File: src/logic/pcr_pkg.sv
// Package for the protection configuration register and restart sequencer.
// Assumes a single 200 MHz clock and an active-low asynchronous reset.
package pcr_pkg;

    // ------------------------------------------------------------------
    // Register layout
    // ------------------------------------------------------------------
    localparam logic [7:0] PCR_CFG_RESET    = 8'h43;
    localparam int         PCR_BIT_TRK_EN   = 7;
    localparam int         PCR_BIT_PH_EN    = 6;
    localparam int         PCR_BIT_TRL      = 5;
    localparam int         PCR_BIT_OTL      = 4;
    localparam int         PCR_BIT_OCL      = 3;
    localparam int         PCR_BIT_UVL      = 2;
    localparam int         PCR_BIT_OVL      = 1;
    localparam int         PCR_BIT_PVL      = 0;

    // Fault vector positions, shared by the fault inputs and status bits.
    localparam int         PCR_F_PV         = 0;
    localparam int         PCR_F_OV         = 1;
    localparam int         PCR_F_UV         = 2;
    localparam int         PCR_F_OC         = 3;
    localparam int         PCR_F_OT         = 4;
    localparam int         PCR_F_TR         = 5;
    localparam int         PCR_NFAULT       = 6;
    localparam logic [5:0] PCR_STATUS_RESET = 6'h3f;

    // ------------------------------------------------------------------
    // Timing
    // ------------------------------------------------------------------
    localparam int         PCR_CLK_MHZ      = 200;
    localparam int         PCR_RETRY_MS     = 130;
    localparam int         PCR_RETRY_CYC    = PCR_RETRY_MS * 1000 * PCR_CLK_MHZ;
    localparam int         PCR_CNT_W        = 25;

    typedef enum logic [2:0] {
        PCR_OFF,
        PCR_RAMP_UP,
        PCR_ON,
        PCR_RAMP_DOWN,
        PCR_WAIT
    } pcr_state_t;

endpackage : pcr_pkg

File: src/logic/pcr_protect.sv
// Protection configuration register with the fault-recovery sequencer.
// Assumes fault inputs are synchronous levels and the ramp engine reports done.
module pcr_protect
    import pcr_pkg::*;
#(
    parameter int RETRY_CYC = PCR_RETRY_CYC
)
(
    // Clock and reset
    input  wire logic                  clock,
    input  wire logic                  reset_n,
    // Register port from the I2C front end
    input  wire logic                  cfg_we,
    input  wire logic [7:0]            cfg_wdata,
    input  wire logic                  status_clr,
    input  wire logic [PCR_NFAULT-1:0] status_clr_mask,
    // Converter command and fault conditions
    input  wire logic                  turn_on,
    input  wire logic [PCR_NFAULT-1:0] fault_in,
    input  wire logic                  ramp_done,
    // Register and state view
    output logic [7:0]                 protection_config,
    output logic [PCR_NFAULT-1:0]      fault_status_register,
    // Power stage control
    output logic                       output_enable,
    output logic                       ramp_up,
    output logic                       ramp_down,
    output logic                       high_side_off,
    output logic                       low_side_on,
    output logic                       retry_pulse
);

    // ------------------------------------------------------------------
    // Configuration register
    // ------------------------------------------------------------------
    // The host may rewrite the register at any time; new selects apply to the next trip.
    logic [7:0] cfg_r;

    always_ff @(posedge clock or negedge reset_n)
    begin
        if (!reset_n)
            cfg_r <= PCR_CFG_RESET;
        else if (cfg_we)
            cfg_r <= cfg_wdata;
    end

    assign protection_config = cfg_r;

    // Latch selection per fault position, taken from the register.
    function automatic logic [PCR_NFAULT-1:0] latch_sel(input logic [7:0] c);
        latch_sel             = '0;
        latch_sel[PCR_F_PV]   = c[PCR_BIT_PVL];
        latch_sel[PCR_F_OV]   = c[PCR_BIT_OVL];
        latch_sel[PCR_F_UV]   = c[PCR_BIT_UVL];
        latch_sel[PCR_F_OC]   = c[PCR_BIT_OCL];
        latch_sel[PCR_F_OT]   = c[PCR_BIT_OTL];
        latch_sel[PCR_F_TR]   = c[PCR_BIT_TRL];
    endfunction

    // ------------------------------------------------------------------
    // Fault qualification
    // ------------------------------------------------------------------
    pcr_state_t                state_r;
    logic [PCR_NFAULT-1:0]     active;
    logic [PCR_NFAULT-1:0]     lsel;
    logic                      trip;
    logic                      soft_trip;
    logic                      ov_trip;
    logic                      any_fault;
    logic [PCR_NFAULT-1:0]     latch_hit;

    always_comb
    begin
        active           = fault_in;
        // Tracking is only checked while ramping up.
        active[PCR_F_TR] = fault_in[PCR_F_TR] & cfg_r[PCR_BIT_TRK_EN]
                         & (state_r == PCR_RAMP_UP);
        active[PCR_F_PV] = fault_in[PCR_F_PV] & cfg_r[PCR_BIT_PH_EN];
    end

    assign lsel      = latch_sel(cfg_r);
    assign latch_hit = active & lsel;
    assign any_fault = |active;
    assign trip      = any_fault && (state_r == PCR_RAMP_UP || state_r == PCR_ON);
    // Undervoltage and overtemperature are soft faults that ramp down; overcurrent and
    // tracking shut off fast; overvoltage and phase errors also crowbar the output.
    // Soft faults ramp down even when a fast one trips with them; errors act at once.
    assign soft_trip = active[PCR_F_UV] | active[PCR_F_OT];
    assign ov_trip   = active[PCR_F_OV] | active[PCR_F_PV];

    // ------------------------------------------------------------------
    // Status register, a 0 marks a tripped protection
    // ------------------------------------------------------------------
    // The host sets a bit back to 1 through the clear mask once it has seen the trip.
    logic [PCR_NFAULT-1:0] status_r;

    always_ff @(posedge clock or negedge reset_n)
    begin
        if (!reset_n)
            status_r <= PCR_STATUS_RESET;
        else if (trip)
            // A trip in the clear cycle still wins.
            status_r <= (status_r | (status_clr ? status_clr_mask : '0)) & ~active;
        else if (status_clr)
            status_r <= status_r | status_clr_mask;
    end

    assign fault_status_register = status_r;

    // ------------------------------------------------------------------
    // Latch memory and turn-on edge
    // ------------------------------------------------------------------
    // A latched bit is released once the host clear shows as a 1 in the status bit,
    // or at once when the turn-on command drops; reset is the power-cycle release.
    logic [PCR_NFAULT-1:0] latched_r;
    logic                  turn_on_d_r;
    logic                  turn_on_rise;

    assign turn_on_rise = turn_on & ~turn_on_d_r;

    always_ff @(posedge clock or negedge reset_n)
    begin
        if (!reset_n)
            turn_on_d_r <= 1'b0;
        else
            turn_on_d_r <= turn_on;
    end

    always_ff @(posedge clock or negedge reset_n)
    begin
        if (!reset_n)
            latched_r <= '0;
        else if (trip)
            latched_r <= latched_r | latch_hit;
        else if (!turn_on)
            latched_r <= '0;
        else
            latched_r <= latched_r & ~status_r;
    end

    // ------------------------------------------------------------------
    // Restart timer
    // ------------------------------------------------------------------
    // The interval keeps counting while a fault persists and reloads only if it runs out with the fault still present,
    // so a retry can start less than one full interval after the condition was last seen.
    logic [PCR_CNT_W-1:0] cnt_r;
    logic                 timer_done;

    assign timer_done = (cnt_r == '0);

    always_ff @(posedge clock or negedge reset_n)
    begin
        if (!reset_n)
            cnt_r <= '0;
        else if (trip)
            cnt_r <= PCR_CNT_W'(RETRY_CYC - 1);
        else if (state_r == PCR_WAIT && !timer_done)
            cnt_r <= cnt_r - 1'b1;
        else if (state_r == PCR_WAIT && any_fault)
            cnt_r <= PCR_CNT_W'(RETRY_CYC - 1);
    end

    // ------------------------------------------------------------------
    // Sequencer
    // ------------------------------------------------------------------
    // A restart needs the interval run out, no fault standing, no latch held and
    // the turn-on command still high.
    logic release_ok;
    assign release_ok = timer_done && !any_fault && (latched_r == '0) && turn_on;

    // Fast and error shutdowns skip the ramp-down and wait with the high side off unless turn_on drops with the trip; error shutdowns keep the low side on.

    always_ff @(posedge clock or negedge reset_n)
    begin
        if (!reset_n)
            state_r <= PCR_OFF;
        else
            case (state_r)
                PCR_OFF:
                    if (turn_on_rise && !any_fault)
                        state_r <= PCR_RAMP_UP;
                PCR_RAMP_UP, PCR_ON:
                    if (!turn_on)
                        state_r <= PCR_RAMP_DOWN;
                    else if (trip)
                        state_r <= soft_trip && !ov_trip ? PCR_RAMP_DOWN : PCR_WAIT;
                    else if (state_r == PCR_RAMP_UP && ramp_done)
                        state_r <= PCR_ON;
                PCR_RAMP_DOWN:
                    if (ramp_done)
                        state_r <= (turn_on ? PCR_WAIT : PCR_OFF);
                PCR_WAIT:
                    if (!turn_on)
                        state_r <= PCR_OFF;
                    else if (release_ok)
                        state_r <= PCR_RAMP_UP;
                default:
                    state_r <= PCR_OFF;
            endcase
    end

    // ------------------------------------------------------------------
    // Output stage, all registered
    // ------------------------------------------------------------------
    // Registering every output keeps decode glitches away from the power stage.
    always_ff @(posedge clock or negedge reset_n)
    begin
        if (!reset_n)
        begin
            output_enable <= 1'b0;
            ramp_up       <= 1'b0;
            ramp_down     <= 1'b0;
            high_side_off <= 1'b1;
            low_side_on   <= 1'b0;
            retry_pulse   <= 1'b0;
        end
        else
        begin
            output_enable <= (state_r == PCR_RAMP_UP || state_r == PCR_ON || state_r == PCR_RAMP_DOWN)
                             && !(trip && !soft_trip) || (trip && soft_trip && !ov_trip);
            ramp_up       <= (state_r == PCR_RAMP_UP) && !trip;
            ramp_down     <= (state_r == PCR_RAMP_DOWN) || (trip && soft_trip && !ov_trip);
            high_side_off <= (state_r == PCR_OFF || state_r == PCR_WAIT) || (trip && !(soft_trip && !ov_trip));
            low_side_on   <= trip ? ov_trip : (low_side_on && state_r == PCR_WAIT);
            retry_pulse   <= (state_r == PCR_WAIT) && release_ok;
        end
    end

    // ------------------------------------------------------------------
    // Checks
    // ------------------------------------------------------------------
    // Register contents after reset and after a host write.
    reset_value_a: assert property (@(posedge clock)
        $rose(reset_n) |-> cfg_r == PCR_CFG_RESET)
        else $error("config reset value wrong");
    cfg_write_a: assert property (@(posedge clock) disable iff (!reset_n)
        cfg_we |=> cfg_r == $past(cfg_wdata))
        else $error("config write lost");

    // Detection gates; a disabled check must never reach the trip logic.
    phase_gate_a: assert property (@(posedge clock) disable iff (!reset_n)
        (!cfg_r[PCR_BIT_PH_EN] |-> !active[PCR_F_PV]))
        else $error("phase error not gated by enable");
    track_gate_a: assert property (@(posedge clock) disable iff (!reset_n)
        ((!cfg_r[PCR_BIT_TRK_EN] || state_r != PCR_RAMP_UP) |-> !active[PCR_F_TR]))
        else $error("tracking fault not gated by enable");

    // Shutdown actions, one for each severity class.
    status_zero_a: assert property (@(posedge clock) disable iff (!reset_n)
        trip |=> ((status_r & $past(active)) == '0))
        else $error("status bit not cleared on trip");
    ov_switch_a: assert property (@(posedge clock) disable iff (!reset_n)
        (trip && ov_trip) |=> (low_side_on && high_side_off))
        else $error("overvoltage switch action wrong");
    soft_down_a: assert property (@(posedge clock) disable iff (!reset_n)
        (trip && soft_trip && !ov_trip) |=> (ramp_down && output_enable))
        else $error("soft shutdown did not ramp");
    fast_off_a: assert property (@(posedge clock) disable iff (!reset_n)
        (trip && !soft_trip && !ov_trip) |=> (high_side_off && !low_side_on && !output_enable))
        else $error("fast turn-off wrong");

    // Recovery: latch memory, interval and restart.
    latch_keep_a: assert property (@(posedge clock) disable iff (!reset_n)
        trip |=> ((latched_r & $past(latch_hit)) == $past(latch_hit)))
        else $error("latching trip not remembered");
    latch_hold_a: assert property (@(posedge clock) disable iff (!reset_n)
        (state_r == PCR_WAIT && latched_r != '0) |=> state_r != PCR_RAMP_UP)
        else $error("latched fault restarted");
    release_turn_a: assert property (@(posedge clock) disable iff (!reset_n)
        (!turn_on && !trip) |=> (latched_r == '0))
        else $error("turn-off did not release latch");
    timer_load_a: assert property (@(posedge clock) disable iff (!reset_n)
        trip |=> (cnt_r == PCR_CNT_W'(RETRY_CYC - 1)))
        else $error("restart interval not loaded");
    retry_wait_a: assert property (@(posedge clock) disable iff (!reset_n)
        (state_r == PCR_WAIT && !timer_done) |=> state_r != PCR_RAMP_UP)
        else $error("restart before interval");
    restart_pulse_a: assert property (@(posedge clock) disable iff (!reset_n)
        (state_r == PCR_WAIT && release_ok) |=> (state_r == PCR_RAMP_UP && retry_pulse))
        else $error("restart not taken");
    ramp_start_a: assert property (@(posedge clock) disable iff (!reset_n)
        (state_r == PCR_RAMP_UP && !trip) |=> ramp_up)
        else $error("restart did not ramp");

    // Main scenarios worth seeing in every run.
    retry_c: cover property (@(posedge clock) disable iff (!reset_n) retry_pulse);
    ov_c: cover property (@(posedge clock) disable iff (!reset_n) trip && ov_trip);
    latch_c: cover property (@(posedge clock) disable iff (!reset_n) trip && latch_hit != '0);
    soft_c: cover property (@(posedge clock) disable iff (!reset_n) trip && soft_trip && !ov_trip);
    toggle_c: cover property (@(posedge clock) disable iff (!reset_n) state_r == PCR_WAIT && !turn_on);

endmodule // pcr_protect

File: config.mk
export PLATFORM = sky130hd
export DESIGN_NAME = pcr_protect
export DESIGN_NICKNAME = d
export VERILOG_FILES = /design/src/logic/pcr_pkg.sv /design/src/logic/pcr_protect.sv
export SDC_FILE = /design/constraint.sdc
export NUM_CORES = 1
export LEC_CHECK = 0
export BUFFER_PORTS_ARGS = -buffer_cell sky130_fd_sc_hd__buf_2
export CAP_MARGIN = 20
export CORE_UTILIZATION = 40
export CTS_CLUSTER_DIAMETER = 100
export CTS_CLUSTER_SIZE = 25
export DETAILED_ROUTE_END_ITERATION = 10
export GPL_TIMING_DRIVEN = 0
export PLACE_DENSITY = 0.7
export SLEW_MARGIN = 10
export SYNTH_ARGS = -nofsm -noshare
export SYNTH_HDL_FRONTEND = slang
export SYNTH_SLANG_ARGS = --single-unit
File: constraint.sdc
create_clock -name clock -period 2.25 [get_ports clock]
set_input_delay 0.225 -clock clock [delete_from_list [all_inputs] [get_ports clock]]
set_output_delay 0.225 -clock clock [all_outputs]
set_load 0.01 [all_outputs]
# Word-level counts from Yosys, hierarchy flattened

Index checks and enable logic that the tools add are counted.
Widths: inputs -> output; s select.

Bitwise logic cells: 15
Shifts and indexed selects: 0
Reduce and logical (&&, ||, !) cells: 38
Equal/unequal tests: 8
Div/mod/pow operators: 0
$lt $le $gt $ge: 0
Add/sub/neg operators: 1
$mul: 0
Mux-type cells: 19

Operators with widths:

| kind                  | count |
|---|---|
| $mux 25               | 3 |
| $mux 6                | 5 |
| $mux 3                | 9 |
| $logic_not 25->1      | 1 |
| $sub 25x1->25 const B | 1 |
| $and 6x6->6           | 3 |
| $or 6x6->6            | 3 |
| $logic_and 1x1->1     | 17 |
| $not 6->6             | 2 |
| $pmux 3 s4            | 1 |
| $logic_not 1->1       | 7 |
| $eq 3x2->1 const B    | 2 |
| $logic_not 6->1       | 1 |
| $logic_or 1x1->1      | 6 |
| $reduce_or 6->1       | 1 |
| $and 1x1->1           | 4 |
| $ne 2x2->1 const B    | 2 |
| $ne 4x4->1 const B    | 1 |
| $reduce_and 4->1      | 1 |
| $eq 3x1->1 const B    | 1 |
| $eq 3x3->1 const B    | 1 |
| $logic_not 3->1       | 1 |
| $ne 3x3->1 const B    | 1 |
| $reduce_bool 3->1     | 1 |
| 5 further kinds       | 6 |

Bits in read-only memories: 0
Memories kept: 0
Register bits after elaboration: 55
Output and inout bits: 20
Bits in latches: 0
Logic and storage cells: 93
RAM bits: 0
Input bits: 26

# Depth between registers and ports, before layout

Gate-level depths: netlist (run 1).

Depth after elaboration: 10
Depth in mapped cells: 9

# Worst setup path before layout (run 1)

Ideal clock, no wire load.

Path kind: register -> register
Start: register cnt_r[6]
End: register cnt_r[15]
Stages on the path, launching flop included: 8
Slack: -246 ps
Period minus slack after synthesis: 2496 ps
Arrival: 2430 ps
Path through: dfrtp_1 > or4_1 > buf_2 > or4b_4 > or3_4 > o31a_1 > buf_6 > nand2_1

Cells in the longest elaborated chain, start to end: 5

RTL lines:

| item                                                                  | line               | text |
|---|---|---|
| start: declaration                                                    | pcr_protect.sv:146 | `logic [PCR_CNT_W-1:0] cnt_r;` |
| start signal: assignment                                              | pcr_protect.sv:156 | `cnt_r <= PCR_CNT_W'(RETRY_CYC - 1);` |
| start signal: assignment                                              | pcr_protect.sv:158 | `cnt_r <= cnt_r - 1'b1;` |
| start signal: assignment                                              | pcr_protect.sv:160 | `cnt_r <= PCR_CNT_W'(RETRY_CYC - 1);` |
| parallel branches: the longest is 5 deep, another holds $sub 25x1->25 | --                 |  |

Parallel ways; which one is timed is not known.
A chain may end at the register's enable or synchronous reset.

# Worst setup path after layout (run 1)

Start: register cnt_r[6]
End: register cnt_r[5]

Cells in the longest elaborated chain, start to end: 5

RTL lines:

| item                  | line               | text |
|---|---|---|
| $logic_not 25->1 (*)  | pcr_protect.sv:149 | `assign timer_done = (cnt_r == '0);` |
| $logic_not 1->1 (*)   | pcr_protect.sv:157 | `else if (state_r == PCR_WAIT && !timer_done)` |
| $logic_and 1x1->1 (*) | pcr_protect.sv:157 |  |
| $mux 25               | pcr_protect.sv:157 |  |
| $mux 25               | pcr_protect.sv:155 | `else if (trip)` |

Every way passes the cells marked *; elsewhere a longest branch is shown, timed or not.

==> out/qor.yml, run 1 <==
synth:
  synth-edff-count: 0
  synth_flop_cell: "dfrtp_1"
  avgSynthCellArea_sq_um: 10.2
  synth_area_leaders: "dfrtp_1 (42%), dfstp_2 (9.7%), a21oi_1 (5.4%), xnor2_1 (4.2%), mux2_2 (3.7%)"
  ys_seq_area_frac: 0.514
  yosys_warnings: 0
  synth_largest_area_cell: "dfrtp_1"
  syn_nets: 292
  ys_ff_latch: 55
  synth_cell_types: 51
  async_reset_ff_frac: 1.00
  synth_top_area_share: 0.416
  synth.cell_area_sq_um: 2700
  syn_inst: 265
outcome:
  status: "finished, violations left"
  violations: "design-rule violations, negative setup slack"
final_layout:
  nNetsFinal: 362
  drive_gt1_frac: 0.384
  fillers: 557
  final-instance-count-excl-fill: 413
  insertedDiodeCount: 0
  design_area_sq_um: 3430
  syn2layout_area_growth_pct: 26.9
  multiInputGateArea_sq_um: 1380
  final_util: 0.534
  seq_area_sq_um: 1390
min_path:
  hold-path-cell-count: 1
  hold_start: "turn_on"
  hold_end: "turn_on_d_r$_DFF_PN0_"
  hold_path_class: "in -> reg"
timing:
  relSlewSlack: 0.596
  finClkSkew_ns: 0.00886
  worst_pin_slew_ns: 0.607
  final_hold_viol_count: 0
  drv_slew: 0
  rsz0062_at_grt: "true"
  min_period_ns: 2.44
  setup_viol: 24
  final.setup.worst_slack_ns: -0.192
  clock.fmax_mhz: 409
  fin_crit_sh: 1.09
route:
  drt_first_pass_iters: 7
  dr_total_vias: 2330
  wl_per_cell_um: 16.5
  drt_wl_total_mm: 6.81
  avgViaCountPerCell: 5.64
  drcViolationCount: 4
  drtIter0Drc: 213
  ant_nets: 0
floorplanning:
  dieArea_sq_um: 7090
  placementRows: 29
  die_y_um: 84.2
  core_region_area_sq_um: 6420
  dieWidth_um: 84.2
  io_pins: 46
  initial_utilization: 0.421
clock_network:
  cts_buffer_depth: 2
  cts_tree: "built"
  cts.sink_count: 55
  h-tree-depth: 2
  numCtsBuffers: 5
  root_buffer: "clkbuf_8"
  clkTransAtPathRegs_ns: 0.09
  clock_latency_ns: 0.31
place:
  gp_congestion: 0.800
  place_hpwl_mm: 4.46
  placedCellCount: 387
  port_buffers: 44
  place_area_sq_um: 3040
pwr:
  power_mw: 3.50
  powerDensity_nw_per_um2: 1020
  p_seq_frac: 0.392
  swShare: 0.393
  irDropWorstVdd_uv: 390
  power.switching_mw: 1.38
  power.internal_mw: 2.13
  power_frac_comb: 0.453
  power_leakage_nw: 1.34
  pwr-share-clk: 0.155
flow_run:
  max_cap_violations: 0
setup_path:
  worstSetupPathType: "reg -> reg"
  start_kind: "flip-flop"
  ff2ff_setup_slack_ns: -0.19
  r2r_cells: 6
  rr_startpoint: "cnt_r[6]$_DFFE_PN0P_"
  cp.required_ns: 2.50
  worstSetupEndpointType: "flip-flop"
  cp.arrival_ns: 2.69
  crit-reg2reg-capture: "cnt_r[5]$_DFFE_PN0P_"
  crit_path_max_fanout: 5
global_routing:
  antenna_found_initial: 0
  grt_pass1_wl_mm: 10.9
  grt_pass1_vias: 2229
  grt_remaining_overflow: 0
  grt_max_degree: 31
  groute.usage.overall: 0.195
-- flip-flops by register name (all words and copies together), names as in the netlist --
name / cells
low_side_on: 1
ramp_down: 1
high_side_off: 1
cnt_r: 25
retry_pulse: 1
fault_status_register: 6
protection_config: 8
turn_on_d_r: 1
output_enable: 1
ramp_up: 1
state_r: 3
latched_r: 6
-- area by class of cell --
cell class                      count  share of cell area
Sequential cell                    55               0.405
Multi-Input combinational cell    196               0.401
Timing Repair Buffer               64               0.117
Tap cell                           77              0.0281
Clock buffer                        5              0.0201
Buffer                              8              0.0168
Clock inverter                      3             0.00584
Inverter                            5             0.00547
-- metal layers --
metal  global-route usage  up-vias  part of all wire
li1                     -     1113                 -
met1                0.280     1136              0.47
met2                0.300       73              0.48
met3               0.0344        8             0.042
met4               0.0643        0             0.012
met5                    0        -                 0
-- worst max path at each step --
stage                                 from               endpoint  slack [ns]  cells after the start
floorplan             cnt_r[6]$_DFFE_PN0P_  cnt_r[15]$_DFFE_PN0P_       -0.25                      7
global placement    state_r[0]$_DFFE_PN0P_  cnt_r[15]$_DFFE_PN0P_       -0.56                      8
detailed placement  state_r[0]$_DFFE_PN0P_  cnt_r[15]$_DFFE_PN0P_       -0.61                      8
CTS                   cnt_r[9]$_DFFE_PN0P_   cnt_r[6]$_DFFE_PN0P_       -0.36                      7
global route          cnt_r[6]$_DFFE_PN0P_   cnt_r[5]$_DFFE_PN0P_       -0.24                      6
finish                cnt_r[6]$_DFFE_PN0P_   cnt_r[5]$_DFFE_PN0P_       -0.19                      6
-- power groups by stage --
stage                     clock (mW)  sequential (mW)  combinational (mW)
after floorplan                    0             1.41               0.760
after global placement             0             1.38                1.19
after detailed placement           0             1.38                1.20
after CTS                      0.560             1.36                1.38
after global routing           0.598             1.40                1.70
final                          0.544             1.37                1.59
-- cells by family (layout without fill, tap and decap cells) --
kind of cell               Yosys count  count (layout)  synth area share
and+or+nand+nor                     89              89             0.174
AOI/OAI and AO/OA                   81              81             0.195
DFF                                 55              55             0.514
xor gates and xnor gates            16              16            0.0518
buffers and inverters               14              85            0.0241
muxes                                9               9            0.0375
adders and majority gates            1               1           0.00463
-- Yosys cell counts (all sizes together), types with 6 or more instances --
cell,count
a21oi,29
buf,6
dfrtp,45
dfstp,10
mux2,9
nand2,23
nand3b,7
nor2,24
nor3,8
o21ai,15
xnor2,13
-- cell usage in the layout, fill, tap and decap left out, drive strengths merged, types with 2 or more instances in the layout --
| cell type | instances |
|---|---|
| a2111oi | 5 |
| a211oi | 4 |
| a21o | 3 |
| a21oi | 29 |
| a31oi | 2 |
| and2 | 2 |
| buf | 67 |
| clkbuf | 9 |
| clkinvlp | 2 |
| dfrtp | 45 |
| dfstp | 10 |
| inv | 5 |
| mux2 | 9 |
| nand2 | 23 |
| nand2b | 3 |
| nand3 | 4 |
| nand3b | 7 |
| nor2 | 24 |
| nor3 | 8 |
| nor4 | 3 |
| o211ai | 3 |
| o21a | 3 |
| o21ai | 15 |
| o22ai | 2 |
| o31ai | 4 |
| o41ai | 2 |
| or2 | 2 |
| or3 | 4 |
| or4 | 5 |
| xnor2 | 13 |
| xor2 | 3 |
-- worst max-delay path, cell delays in order, from the launching register on --
cell     delay [ns]
dfrtp_1        0.40
or4_4          0.56
or4b_4         0.50
or3_4          0.36
o31a_1         0.34
buf_4          0.18
nand3_2        0.05
-- metrics by stage --
step                      hold slack (ns)  setup TNS [ns]  setup slack [ns]
after floorplan                   -0.0706           -5.25            -0.246
after global placement              0.386          -10.96            -0.558
after detailed placement            0.267          -11.09            -0.610
after CTS                          0.0689           -7.14            -0.355
after global routing               0.0768           -4.63            -0.241
final                              0.0860           -3.33            -0.192
-- timing repair --
| item | in CTS | in global routing |
|---|---|---|
| hold buffers | 1 | 0 |
| endpoints found under the setup margin | 26 | 27 |
| resized for setup | 20 | 31 |
| endpoints found under the hold margin | 19 | 0 |
| buffers inserted | 10 | 7 |
| pin swaps | 8 | 10 |
| gates cloned | 1 | 0 |
No activity file was read; power rests on OpenSTA's default activity.
==> run 2, diff against run 1 <==
--- a/config.mk
+++ b/config.mk
@@ -7,6 +7,7 @@
 export LEC_CHECK = 0
 export BUFFER_PORTS_ARGS = -buffer_cell sky130_fd_sc_hd__buf_2
 export CAP_MARGIN = 20
+export CORE_ASPECT_RATIO = 1.2
 export CORE_UTILIZATION = 40
 export CTS_CLUSTER_DIAMETER = 100
 export CTS_CLUSTER_SIZE = 25
==> run 2 against run 1 <==
Effect of this change:
- the run ends with negative setup slack left
- fmax fell by 0.88%
- clock power is 8.5% higher
- cell count is 1.2% higher
- design area up 1.7%
- largest cell class is now multi-input combinational cells
- highest routed layer unchanged
==> out/qor.yml, run 2 (same netlist as run 1, synthesis figures left out) <==
pwr:
  powerDensity_nw_per_um2: 1010
  pwr-share-clk: 0.167
  power.internal_mw: 2.09
  power.switching_mw: 1.43
  irDropWorstVdd_uv: 369
  power_frac_comb: 0.444
  swShare: 0.406
  p_seq_frac: 0.388
  power_leakage_nw: 1.33
setup_path:
  cp_top_family: "simple AND/OR/NAND/NOR gates"
  worstSetupEndpointType: "flip-flop"
  worstPathCellList: "or4_4 > buf_12 > nor4_4 > a21o_1 > buf_6 > a2111oi_4 > xnor2_2 > nor2_4"
  critPathBufInv: 2
  crit_slowest_cell: "or4_4"
  worstSetupPathType: "reg -> reg"
  slowest_delay_ns: 0.57
  crit_path_max_fanout: 5
  start_kind: "flip-flop"
  startpoint: "cnt_r[7]$_DFFE_PN0P_"
  cp.required_ns: 2.47
  rr_startpoint: "cnt_r[7]$_DFFE_PN0P_"
  cp.arrival_ns: 2.68
place:
  port_buffers: 44
  gp_congestion: 0.819
  place_hpwl_mm: 4.43
  place_worst_setup_slack_ns: -0.605
clock_network:
  cts_buffer_depth: 2
  h-tree-depth: 2
  root_buffer: "clkbuf_8"
  clkTransAtPathRegs_ns: 0.11
  clock_latency_ns: 0.32
  cts.sink_count: 55
  numCtsBuffers: 5
  cts_tree: "built"
outcome:
  violations: "negative setup slack"
  status: "finished, violations left"
min_path:
  hold_start: "turn_on"
  hold_path_class: "in -> reg"
final_layout:
  largest_register: "cnt_r"
  final_util: 0.538
  fillers: 579
  insertedDiodeCount: 0
  largest_reg_flops: 25
  drive_gt1_frac: 0.399
  syn2layout_area_growth_pct: 29.1
  nNetsFinal: 359
  final_cell_mix: "dfrtp_1 (44), buf_2 (44), a21oi_1 (23)"
timing:
  min_period_ns: 2.46
  rsz0062_at_grt: "true"
  fin_crit_sh: 1.09
  drv_slew: 0
  setup_viol: 23
  clock.fmax_mhz: 406
  final_hold_viol_count: 0
  final.setup.worst_slack_ns: -0.214
  finClkSkew_ns: 0.00624
  worst_pin_slew_ns: 0.532
  relSlewSlack: 0.646
floorplanning:
  initial_utilization: 0.417
  dieArea_sq_um: 7090
  placementRows: 32
  die_y_um: 92.1
  dieWidth_um: 77.1
  io_pins: 46
  core_region_area_sq_um: 6490
route:
  ant_nets: 0
  avgViaCountPerCell: 5.59
  wl_per_cell_um: 16.3
  drt_first_pass_iters: 4
  drt_wl_total_mm: 6.83
  drcViolationCount: 0
  drtIter0Drc: 108
  dr_total_vias: 2335
global_routing:
  groute.usage.overall: 0.198
  grt_remaining_overflow: 0
  grt_pass1_vias: 2383
  grt_pass1_wl_mm: 11.2
  grt_max_degree: 33
  antenna_found_initial: 0
flow_run:
  max_cap_violations: 0
-- run 2: layer usage --
metal / GRT usage / routed length (um) / vias to the layer above
met5: 0 / 0 / -
met4: 0.0959 / 208 / 0
met3: 0.0348 / 302 / 17
met2: 0.350 / 3510 / 71
met1: 0.231 / 2810 / 1135
li1: - / - / 1112
-- run 2: area by class of cell --
class / instances / area [sq um] / area share
Buffer: 8 / 56.3 / 0.0161
Clock buffer: 5 / 68.8 / 0.0197
Clock inverter: 3 / 28.8 / 0.00825
Inverter: 5 / 18.8 / 0.00538
Multi-Input combinational cell: 196 / 1430 / 0.410
Sequential cell: 55 / 1390 / 0.398
Tap cell: 85 / 106 / 0.0305
Timing Repair Buffer: 61 / 390 / 0.112
-- run 2: repair_timing --
item	4_1_cts	5_1_grt
hold buffers	1	0
resized for setup	19	44
hold endpoints to repair	17	0
gates cloned	1	0
setup endpoints to repair	33	26
pin swaps	13	9
setup buffers	12	2
-- run 2: worst register-to-register path, delay by kind of cell, from the launching register on --
kind                      cells  cell delay, ns
AOI/OAI and AO/OA             2            0.38
xor gates and xnor gates      1            0.25
buffers and inverters         2            0.33
DFF                           1            0.39
and+or+nand+nor               3            1.02
-- run 2: worst paths after layout --
kind                                                         end  slack, ns  cells past startpoint
worst max-delay path                        cnt_r[8]$_DFFE_PN0P_      -0.21                      8
max in group asynchronous                high_side_off$_DFF_PN1_       1.21                      3
min in group asynchronous       protection_config[4]$_DFFE_PN0P_       0.41                      2
worst min-delay path                       turn_on_d_r$_DFF_PN0_       0.07                      1
worst max register to register              cnt_r[8]$_DFFE_PN0P_      -0.21                      8
worst min register to register             cnt_r[24]$_DFFE_PN0P_       0.49                      1
-- run 2: power by group through the flow --
stage	Combinational [mW]	Sequential, mW	Clock, mW
after floorplan	0.760	1.41	0
after global placement	1.19	1.38	0
after detailed placement	1.20	1.39	0
after CTS	1.39	1.37	0.608
after global routing	1.70	1.40	0.649
final	1.57	1.37	0.590
-- run 2: stage by stage --
stage          power, mW  TNS, ns  cell area (sq um)  hold WS [ns]  std cells
3_3_place_gp        2.56   -11.96               3030         0.389        394
2_1_floorplan       2.17    -5.25               2700       -0.0706        265
3_5_place_dp        2.59   -12.43               3050         0.240        395
4_1_cts             3.36    -6.77               3330        0.0638        417
6_report            3.53    -4.35               3490        0.0697        418
5_1_grt             3.75    -6.06               3490        0.0692        418
